--- src/dia_regs.svh ---
`ifndef DIA_REGS_SVH
`define DIA_REGS_SVH

// ----------------------------------------------------------------------
// Register byte offsets
// ----------------------------------------------------------------------
`define DIA_CFG_BASE     8'h00
`define DIA_CTRL_OFF     8'h80
`define DIA_ALARM_OFF    8'h84
`define DIA_IRQ_STAT_OFF 8'h88
`define DIA_IRQ_EN_OFF   8'h8C
`define DIA_IRQ_CLR_OFF  8'h90

// ----------------------------------------------------------------------
// Configuration word fields
// ----------------------------------------------------------------------
`define DIA_ACT_LSB   0
`define DIA_SAMP_LSB  2
`define DIA_LATCH_BIT 4
`define DIA_NC_BIT    5
`define DIA_POS_BIT   6
`define DIA_DLY_BIT   7
`define DIA_CFG_W     8

// Control register bits
`define DIA_CTRL_ARST_BIT 0
`define DIA_CTRL_FACT_BIT 1

// ----------------------------------------------------------------------
// Factory configuration words
// ----------------------------------------------------------------------
`define DIA_FACT_IN0 8'h14
`define DIA_FACT_IN1 8'h14
`define DIA_FACT_IN2 8'h00
`define DIA_FACT_IN3 8'h03
`define DIA_FACT_IN4 8'h90
`define DIA_FACT_IN5 8'h02
`define DIA_FACT_IN6 8'h02
`define DIA_FACT_IN7 8'h33
`define DIA_FACT_EXT 8'h03

// ----------------------------------------------------------------------
// Timing
// ----------------------------------------------------------------------
`define DIA_DELAY_MS 4000
`define DIA_CLK_KHZ  200000

// AXI responses
`define DIA_RESP_OKAY   2'h0
`define DIA_RESP_SLVERR 2'h2

`endif

--- src/dia_pkg.sv ---
package dia_pkg;

  typedef enum logic [1:0] {
    DIA_ACT_SHUTDOWN = 2'h0,
    DIA_ACT_LOADDUMP = 2'h1,
    DIA_ACT_WARNING  = 2'h2,
    DIA_ACT_NONE     = 2'h3
  } dia_action_t;

  typedef enum logic [1:0] {
    DIA_SAMP_ALWAYS  = 2'h0,
    DIA_SAMP_HOLDOFF = 2'h1,
    DIA_SAMP_MAINS   = 2'h2,
    DIA_SAMP_NEVER   = 2'h3
  } dia_sampling_t;

endpackage

--- src/dia_top.sv ---
`include "dia_regs.svh"

module dia_top
  import dia_pkg::*;
#(
  parameter int          NUM_IN    = 8,
  parameter int unsigned DELAY_CYC = `DIA_DELAY_MS * (`DIA_CLK_KHZ),
  parameter int          ADDR_W    = 8
)(
  input  wire logic              sys_clk_in,
  input  wire logic              rstn_in,
  input  wire logic [NUM_IN-1:0] contact_closed_in,
  input  wire logic [NUM_IN-1:0] batt_pos_in,
  input  wire logic              holdoff_done_in,
  input  wire logic              mains_present_in,
  input  wire logic              alarm_reset_in,
  output logic                   shutdown_req_out,
  output logic                   loaddump_req_out,
  output logic                   horn_out,
  output logic [NUM_IN-1:0]      alarm_out,
  output logic                   irq_out,
  input  wire logic [ADDR_W-1:0] s_axi_awaddr,
  input  wire logic              s_axi_awvalid,
  output logic                   s_axi_awready,
  input  wire logic [31:0]       s_axi_wdata,
  input  wire logic [3:0]        s_axi_wstrb,
  input  wire logic              s_axi_wvalid,
  output logic                   s_axi_wready,
  output logic [1:0]             s_axi_bresp,
  output logic                   s_axi_bvalid,
  input  wire logic              s_axi_bready,
  input  wire logic [ADDR_W-1:0] s_axi_araddr,
  input  wire logic              s_axi_arvalid,
  output logic                   s_axi_arready,
  output logic [31:0]            s_axi_rdata,
  output logic [1:0]             s_axi_rresp,
  output logic                   s_axi_rvalid,
  input  wire logic              s_axi_rready
);

  localparam int CW = $clog2(DELAY_CYC + 1);
  localparam int CFG_W = `DIA_CFG_W;

  // ----------------------------------------------------------------------
  // Helper functions
  // ----------------------------------------------------------------------
  function automatic logic [CFG_W-1:0] factory_cfg(input int idx);
    logic [CFG_W-1:0] v;
    v = `DIA_FACT_EXT;
    unique case (idx)
      0: v = `DIA_FACT_IN0;
      1: v = `DIA_FACT_IN1;
      2: v = `DIA_FACT_IN2;
      3: v = `DIA_FACT_IN3;
      4: v = `DIA_FACT_IN4;
      5: v = `DIA_FACT_IN5;
      6: v = `DIA_FACT_IN6;
      7: v = `DIA_FACT_IN7;
      default: v = `DIA_FACT_EXT;
    endcase
    return v;
  endfunction

  // Returns the input index of a configuration address, or -1
  function automatic int cfg_index(input logic [ADDR_W-1:0] a);
    int r;
    r = -1;
    if (a[1:0] == 2'h0 && a < ADDR_W'(`DIA_CTRL_OFF)
        && int'(a[ADDR_W-1:2]) < NUM_IN)
    begin
      r = int'(a[ADDR_W-1:2]);
    end
    return r;
  endfunction

  // ----------------------------------------------------------------------
  // Reset release and pin synchronisers
  // ----------------------------------------------------------------------
  logic              rst_s1_q;
  logic              rst_n;
  logic [NUM_IN-1:0] cc_s1_q;
  logic [NUM_IN-1:0] cc_s2_q;
  logic [NUM_IN-1:0] bp_s1_q;
  logic [NUM_IN-1:0] bp_s2_q;

  always_ff @(posedge sys_clk_in or negedge rstn_in)
  begin
    if (!rstn_in)
    begin
      rst_s1_q <= 1'b0;
      rst_n    <= 1'b0;
    end
    else
    begin
      rst_s1_q <= 1'b1;
      rst_n    <= rst_s1_q;
    end
  end

  always_ff @(posedge sys_clk_in or negedge rst_n)
  begin
    if (!rst_n)
    begin
      cc_s1_q <= '0;
      cc_s2_q <= '0;
      bp_s1_q <= '0;
      bp_s2_q <= '0;
    end
    else
    begin
      cc_s1_q <= contact_closed_in;
      cc_s2_q <= cc_s1_q;
      bp_s1_q <= batt_pos_in;
      bp_s2_q <= bp_s1_q;
    end
  end

  // ----------------------------------------------------------------------
  // Register storage and bus decode
  // ----------------------------------------------------------------------
  logic [CFG_W-1:0]  cfg_q [NUM_IN];
  logic [NUM_IN-1:0] alarm_q;
  logic [NUM_IN-1:0] alarm_d;
  logic [NUM_IN-1:0] stat_q;
  logic [NUM_IN-1:0] en_q;
  logic              aw_have_q;
  logic              w_have_q;
  logic [ADDR_W-1:0] awaddr_q;
  logic [31:0]       wdata_q;
  logic [3:0]        wstrb_q;
  logic              wr_go;
  logic              wr_ok;
  logic              sw_arst;
  logic              sw_fact;
  logic [NUM_IN-1:0] sw_clr;
  int                wr_idx;

  assign wr_go  = aw_have_q && w_have_q && !s_axi_bvalid;
  assign wr_idx = cfg_index(awaddr_q);
  assign wr_ok  = (wr_idx >= 0) || awaddr_q == ADDR_W'(`DIA_CTRL_OFF)
               || awaddr_q == ADDR_W'(`DIA_IRQ_EN_OFF)
               || awaddr_q == ADDR_W'(`DIA_IRQ_CLR_OFF);
  assign sw_arst = wr_go && wstrb_q[0]
                && awaddr_q == ADDR_W'(`DIA_CTRL_OFF)
                && wdata_q[`DIA_CTRL_ARST_BIT];
  assign sw_fact = wr_go && wstrb_q[0]
                && awaddr_q == ADDR_W'(`DIA_CTRL_OFF)
                && wdata_q[`DIA_CTRL_FACT_BIT];
  assign sw_clr  = (wr_go && awaddr_q == ADDR_W'(`DIA_IRQ_CLR_OFF))
                 ? wdata_q[NUM_IN-1:0] : '0;

  // Write channel: address and data taken in either order
  always_ff @(posedge sys_clk_in or negedge rst_n)
  begin
    if (!rst_n)
    begin
      s_axi_awready <= 1'b1;
      s_axi_wready  <= 1'b1;
      aw_have_q     <= 1'b0;
      w_have_q      <= 1'b0;
      awaddr_q      <= '0;
      wdata_q       <= '0;
      wstrb_q       <= '0;
      s_axi_bvalid  <= 1'b0;
      s_axi_bresp   <= `DIA_RESP_OKAY;
    end
    else
    begin
      if (s_axi_awvalid && s_axi_awready)
      begin
        s_axi_awready <= 1'b0;
        aw_have_q     <= 1'b1;
        awaddr_q      <= s_axi_awaddr;
      end
      if (s_axi_wvalid && s_axi_wready)
      begin
        s_axi_wready <= 1'b0;
        w_have_q     <= 1'b1;
        wdata_q      <= s_axi_wdata;
        wstrb_q      <= s_axi_wstrb;
      end
      if (wr_go)
      begin
        aw_have_q    <= 1'b0;
        w_have_q     <= 1'b0;
        s_axi_bvalid <= 1'b1;
        s_axi_bresp  <= wr_ok ? `DIA_RESP_OKAY : `DIA_RESP_SLVERR;
      end
      if (s_axi_bvalid && s_axi_bready)
      begin
        s_axi_bvalid  <= 1'b0;
        s_axi_awready <= 1'b1;
        s_axi_wready  <= 1'b1;
      end
    end
  end

  // Per-input configuration words; factory restore wins over a write
  always_ff @(posedge sys_clk_in or negedge rst_n)
  begin
    if (!rst_n)
    begin
      for (int i = 0; i < NUM_IN; i++)
        cfg_q[i] <= factory_cfg(i);
    end
    else if (sw_fact)
    begin
      for (int i = 0; i < NUM_IN; i++)
        cfg_q[i] <= factory_cfg(i);
    end
    else if (wr_go && wr_idx >= 0 && wstrb_q[0])
    begin
      cfg_q[wr_idx] <= wdata_q[CFG_W-1:0];
    end
  end

  // Interrupt enable, sticky status with set winning over clear
  always_ff @(posedge sys_clk_in or negedge rst_n)
  begin
    if (!rst_n)
    begin
      en_q    <= '0;
      stat_q  <= '0;
      irq_out <= 1'b0;
    end
    else
    begin
      if (wr_go && awaddr_q == ADDR_W'(`DIA_IRQ_EN_OFF))
        en_q <= wdata_q[NUM_IN-1:0];
      stat_q  <= (stat_q & ~sw_clr) | (alarm_d & ~alarm_q);
      irq_out <= |(((stat_q & ~sw_clr) | (alarm_d & ~alarm_q)) & en_q);
    end
  end

  // Read channel
  always_ff @(posedge sys_clk_in or negedge rst_n)
  begin
    if (!rst_n)
    begin
      s_axi_arready <= 1'b1;
      s_axi_rvalid  <= 1'b0;
      s_axi_rdata   <= '0;
      s_axi_rresp   <= `DIA_RESP_OKAY;
    end
    else if (s_axi_arvalid && s_axi_arready)
    begin
      s_axi_arready <= 1'b0;
      s_axi_rvalid  <= 1'b1;
      s_axi_rresp   <= `DIA_RESP_OKAY;
      s_axi_rdata   <= '0;
      if (cfg_index(s_axi_araddr) >= 0)
        s_axi_rdata[CFG_W-1:0] <= cfg_q[cfg_index(s_axi_araddr)];
      else if (s_axi_araddr == ADDR_W'(`DIA_ALARM_OFF))
        s_axi_rdata[NUM_IN-1:0] <= alarm_q;
      else if (s_axi_araddr == ADDR_W'(`DIA_IRQ_STAT_OFF))
        s_axi_rdata[NUM_IN-1:0] <= stat_q;
      else if (s_axi_araddr == ADDR_W'(`DIA_IRQ_EN_OFF))
        s_axi_rdata[NUM_IN-1:0] <= en_q;
      else if (s_axi_araddr != ADDR_W'(`DIA_CTRL_OFF)
               && s_axi_araddr != ADDR_W'(`DIA_IRQ_CLR_OFF))
        s_axi_rresp <= `DIA_RESP_SLVERR;
    end
    else if (s_axi_rvalid && s_axi_rready)
    begin
      s_axi_rvalid  <= 1'b0;
      s_axi_arready <= 1'b1;
    end
  end

  // ----------------------------------------------------------------------
  // Per-input conditioning
  // ----------------------------------------------------------------------
  logic [NUM_IN-1:0] is_shut;
  logic [NUM_IN-1:0] is_ldd;
  logic [NUM_IN-1:0] is_warn;

  for (genvar g = 0; g < NUM_IN; g++)
  begin : g_in
    logic [CW-1:0] cnt_q;
    dia_action_t   act;
    dia_sampling_t samp;
    logic          sensed;
    logic          elig;
    logic          live;
    logic          qual;

    assign act  = dia_action_t'(cfg_q[g][`DIA_ACT_LSB +: 2]);
    assign samp = dia_sampling_t'(cfg_q[g][`DIA_SAMP_LSB +: 2]);

    // Polarity must match switching, contact state must match type
    assign sensed = (bp_s2_q[g] == cfg_q[g][`DIA_POS_BIT])
                 && (cc_s2_q[g] ^ cfg_q[g][`DIA_NC_BIT]);

    always_comb
    begin
      unique case (samp)
        DIA_SAMP_ALWAYS:  elig = 1'b1;
        DIA_SAMP_HOLDOFF: elig = holdoff_done_in;
        DIA_SAMP_MAINS:   elig = mains_present_in;
        default:          elig = 1'b0;
      endcase
    end

    // Action 3 never produces an alarm
    assign live = sensed && elig && act != DIA_ACT_NONE;

    // Delay counter restarts on any sample that is not live
    always_ff @(posedge sys_clk_in or negedge rst_n)
    begin
      if (!rst_n)
        cnt_q <= '0;
      else if (!live || !cfg_q[g][`DIA_DLY_BIT])
        cnt_q <= '0;
      else if (cnt_q != CW'(DELAY_CYC))
        cnt_q <= cnt_q + CW'(1);
    end

    assign qual = live && (!cfg_q[g][`DIA_DLY_BIT]
                           || cnt_q == CW'(DELAY_CYC));

    // Latched alarms hold until reset; qualifying input wins over reset
    always_comb
    begin
      if (cfg_q[g][`DIA_LATCH_BIT])
        alarm_d[g] = qual || (alarm_q[g]
                     && !(alarm_reset_in || sw_arst));
      else
        alarm_d[g] = qual;
    end

    assign is_shut[g] = alarm_q[g] && act == DIA_ACT_SHUTDOWN;
    assign is_ldd[g]  = alarm_q[g] && act == DIA_ACT_LOADDUMP;
    assign is_warn[g] = alarm_q[g] && act == DIA_ACT_WARNING;
  end

  // ----------------------------------------------------------------------
  // Alarm state and action outputs
  // ----------------------------------------------------------------------
  always_ff @(posedge sys_clk_in or negedge rst_n)
  begin
    if (!rst_n)
      alarm_q <= '0;
    else
      alarm_q <= alarm_d;
  end

  always_ff @(posedge sys_clk_in or negedge rst_n)
  begin
    if (!rst_n)
    begin
      shutdown_req_out <= 1'b0;
      loaddump_req_out <= 1'b0;
      horn_out         <= 1'b0;
      alarm_out        <= '0;
    end
    else
    begin
      shutdown_req_out <= |is_shut;
      loaddump_req_out <= |is_ldd;
      horn_out         <= |is_warn;
      alarm_out        <= alarm_q;
    end
  end

endmodule

--- config.mk ---
export PLATFORM = sky130hd
export DESIGN_NAME = dia_top
export DESIGN_NICKNAME = d
export VERILOG_FILES = /design/src/dia_pkg.sv /design/src/dia_top.sv
export VERILOG_INCLUDE_DIRS = /design/src
export SDC_FILE = /design/constraint.sdc
export NUM_CORES = 1
export LEC_CHECK = 0
export ABC_AREA = 1
export BUFFER_PORTS_ARGS = -buffer_cell sky130_fd_sc_hd__buf_2
export CAP_MARGIN = 40
export CORE_MARGIN = 4
export CORE_UTILIZATION = 40
export CTS_CLUSTER_DIAMETER = 60
export CTS_CLUSTER_SIZE = 12
export DETAILED_ROUTE_END_ITERATION = 6
export PLACE_DENSITY_LB_ADDON = 0.3
export SLEW_MARGIN = 20
export SYNTH_ARGS = -nofsm -noshare
export SYNTH_HDL_FRONTEND = slang
export SYNTH_SLANG_ARGS = --single-unit
--- constraint.sdc ---
create_clock -name sys_clk_in -period 12.82 [get_ports sys_clk_in]
set_input_delay 1.923 -clock sys_clk_in [delete_from_list [all_inputs] [get_ports sys_clk_in]]
set_output_delay 1.923 -clock sys_clk_in [all_outputs]
set_load 0.02 [all_outputs]
==> flow_metrics.env <==
export IMPL_status="complete, no violations"
export IMPL_end_kind="flop"
export IMPL_finalCritPeriodShare=0.269
export IMPL_ir_drop_mv=0.126
export IMPL_syn_inst=2767
export IMPL_min_period_ns=3.44
export IMPL_seq_power_share=0.459
export IMPL_p_per_area_mw_per_mm2=133
export IMPL_via_per_inst=5.28
export IMPL_setup_tns_ns=0
export IMPL_cp_start_kind="input pin"
export IMPL_p_sw_uw=962
export IMPL_critPathKind="in -> reg"
export IMPL_yosysTopAreaCell="dfrtp_1"
export IMPL_path_buf_inv=4
export IMPL_final_area_mm2=0.0241
export IMPL_cts_buffer_depth=3
export IMPL_cts_tree="yes"
export IMPL_required_ns=13.28
export IMPL_post_cts_resize_count=0
export IMPL_finalClockSkew_ns=0.0194
export IMPL_num_vias=18977
export IMPL_postPlaceCellArea_mm2=0.0226
export IMPL_routedWlPerCell_um=16.2
export IMPL_drtIter0Drc=1539
export IMPL_io_buffers=77
export IMPL_max_slew_margin=0.518
export IMPL_path_cells="buf_2, inv_2, nand2_2, nor2_2, buf_6, inv_2, a21oi_1, o21ai_1, nand2_1, nand2_1, nand2_1, nor2_1, nor2_1"
export IMPL_combPwrFrac=0.139
export IMPL_ys_ff_latch=408
export IMPL_cts_sinks=408
export IMPL_overflow=0
export IMPL_fp_dieW_um=240
export IMPL_post_dp_hpwl_um=43400
export IMPL_slowest_delay_ns=0.41
export IMPL_drt_pass1_iterations=5
export IMPL_worst_path_max_fanout=34
export IMPL_synth_area_leaders="dfrtp_1, nand2_1, nor2_1"
export IMPL_grt_max_degree=186
export IMPL_cts_root_buf="clkbuf_16"
export IMPL_max_freq_mhz=290
export IMPL_netlist_top_cells_count="nand2_1, dfrtp_1, nor2_1"
export IMPL_layout_nets=2960
export IMPL_initial_core_util=0.408
export IMPL_area_growth_synth_to_final_pct=11.7
export IMPL_synthArstFlopShare=1.00
export IMPL_tightestPinTransition_ns=0.721
export IMPL_rows=84
export IMPL_p_clk_frac=0.401
export IMPL_postCtsSetupRepairBufs=0
export IMPL_arrival_ns=3.90
export IMPL_ys_seq_area_frac=0.474
export IMPL_regToRegSetupSlack_ns=10.43
export IMPL_drt_antenna_violating_nets=0
export IMPL_numCtsBuffers=46
export IMPL_path_clk_slew_ns=0.06
export IMPL_syn_avg_cell_area_um2=7.81
export IMPL_drive_gt1_frac=0.0954
export IMPL_coreArea_mm2=0.0530
export IMPL_htreeDepth=2
export IMPL_slowest_stage="inv_2"
export IMPL_swShare=0.300
export IMPL_drc=0
export IMPL_routabilityCongestion=0.948
export IMPL_yosysTopAreaCellShare=0.453
export IMPL_cap_viol_max_count=0
export IMPL_grt_pass1_vias=18341
export IMPL_synth_ff_type="dfrtp_1"
export IMPL_yosysUniqueCellTypes=61
export IMPL_synth_warnings=0
export IMPL_n_antenna_cell=0
export IMPL_cp_common_cell="nand2_1"
export IMPL_wirelength_um=58200
export IMPL_grt_usage=0.201
export IMPL_io_pins=131
export IMPL_grt_pass1_wl_um=94900
export IMPL_crit_family="buffers and inverters"
export IMPL_p_int_mw=2.25
export IMPL_synth_edf_count=0
export IMPL_p_total_mw=3.21
export IMPL_hold_buffers=0
export IMPL_dieArea_mm2=0.0578
export IMPL_setup_viol=0
export IMPL_syn_area_mm2=0.0216
export IMPL_antenna_found_initial=1
export IMPL_synth_most_common_cell="nand2_1"
export IMPL_finalHoldViolCount=0
export IMPL_insertion_delay_ns=0.58
export IMPL_power_leakage_nw=9.82
export IMPL_final_max_slew_viol_count=0
export IMPL_die_h_um=240
export IMPL_min_path_type="reg -> async"
export IMPL_rsz0062_at_grt="false"
## flip-flops by register name (all words and copies together) (netlist names), 8 cells and up
name / cells
alarm_out: 8
s_axi_rdata: 8
awaddr_q: 8
cfg_q: 64
g_in.cnt_q: 240
wdata_q: 8
cc_s1_q: 8
bp_s1_q: 8
en_q: 8
bp_s2_q: 8
stat_q: 8
cc_s2_q: 8
alarm_q: 8
## power groups by stage
stage | clock (mW) | sequential [mW] | combinational (mW)
after floorplan | 0 | 1.52 | 0.247
after global placement | 0 | 1.50 | 0.437
after detailed placement | 0 | 1.50 | 0.444
after CTS | 1.33 | 1.48 | 0.447
after global routing | 1.38 | 1.49 | 0.500
final | 1.29 | 1.48 | 0.448
## area by class of cell
type	count	area, um2
Multi-Input combinational cell	1975	9750
Timing Repair Buffer	85	522
Sequential cell	408	10200
Tap cell	688	861
Clock inverter	17	164
Inverter	350	1310
Fill cell	5289	28800
Clock buffer	68	1280
## layout by cell type, fill, tap and decap left out, drive strengths merged, types with 26 or more instances in the layout
master,count
nand3,108
inv,354
nand2,582
clkbuf,68
nor4,38
nor2,412
xor2,49
nor3,157
a21oi,167
o21ai,228
nand4,63
o22ai,26
buf,85
dfrtp,391
conb,27
## layer usage
metal | routed length, um | GRT usage | up-vias
met2 | 25800 | 0.314 | 550
li1 | - | - | 9282
met1 | 27200 | 0.291 | 9043
met5 | 0 | 0 | -
met4 | 1650 | 0.0654 | 0
met3 | 3500 | 0.0281 | 102
## worst register-to-register path, delay by kind of cell, from the launching register on
family          cells  cell delay [ns]
buf+inv             1             0.40
simple gates        4             0.98
compound gates      3             0.53
flops               1             0.40
## kinds of logic (layout without fill, tap and decap cells)
logic type      Yosys count  count (layout)  share of synthesized area
simple gates           1374            1374                      0.286
flops                   408             408                      0.474
compound gates          491             491                      0.124
fa+ha+maj                16              16                    0.00927
buf+inv                 409             520                     0.0795
other cells               2              27                   0.000348
xor+xnor                 67              67                     0.0272
## metrics by stage
step,setup WS [ns],utilization,hold slack (ns),std cells
CTS,8.98,0.455,0.248,3589
detailed placement,8.37,0.427,0.241,3504
finish,9.38,0.456,0.235,3591
global placement,8.33,0.426,0.239,3502
global route,9.22,0.456,0.272,3591
floorplan,0.636,-,0.331,2792
## path summary, 6_finish.rpt
| kind | start | end | depth (start not counted) |
|---|---|---|---|
| worst max-delay path | s_axi_araddr[2] | s_axi_rdata[7] | 13 |
| worst min register to register | rst_n | awaddr_q[3] | 0 |
| min in group sys_clk_in | cc_s1_q[6] | cc_s2_q[6] | 0 |
| worst min-delay path | rst_n | awaddr_q[3] | 0 |
| max in group asynchronous | rst_n | g_in[5].cnt_q[6] | 4 |
| worst max register to register | cc_s2_q[3] | g_in[3].cnt_q[24] | 8 |
(Power assumes the default switching activity.)
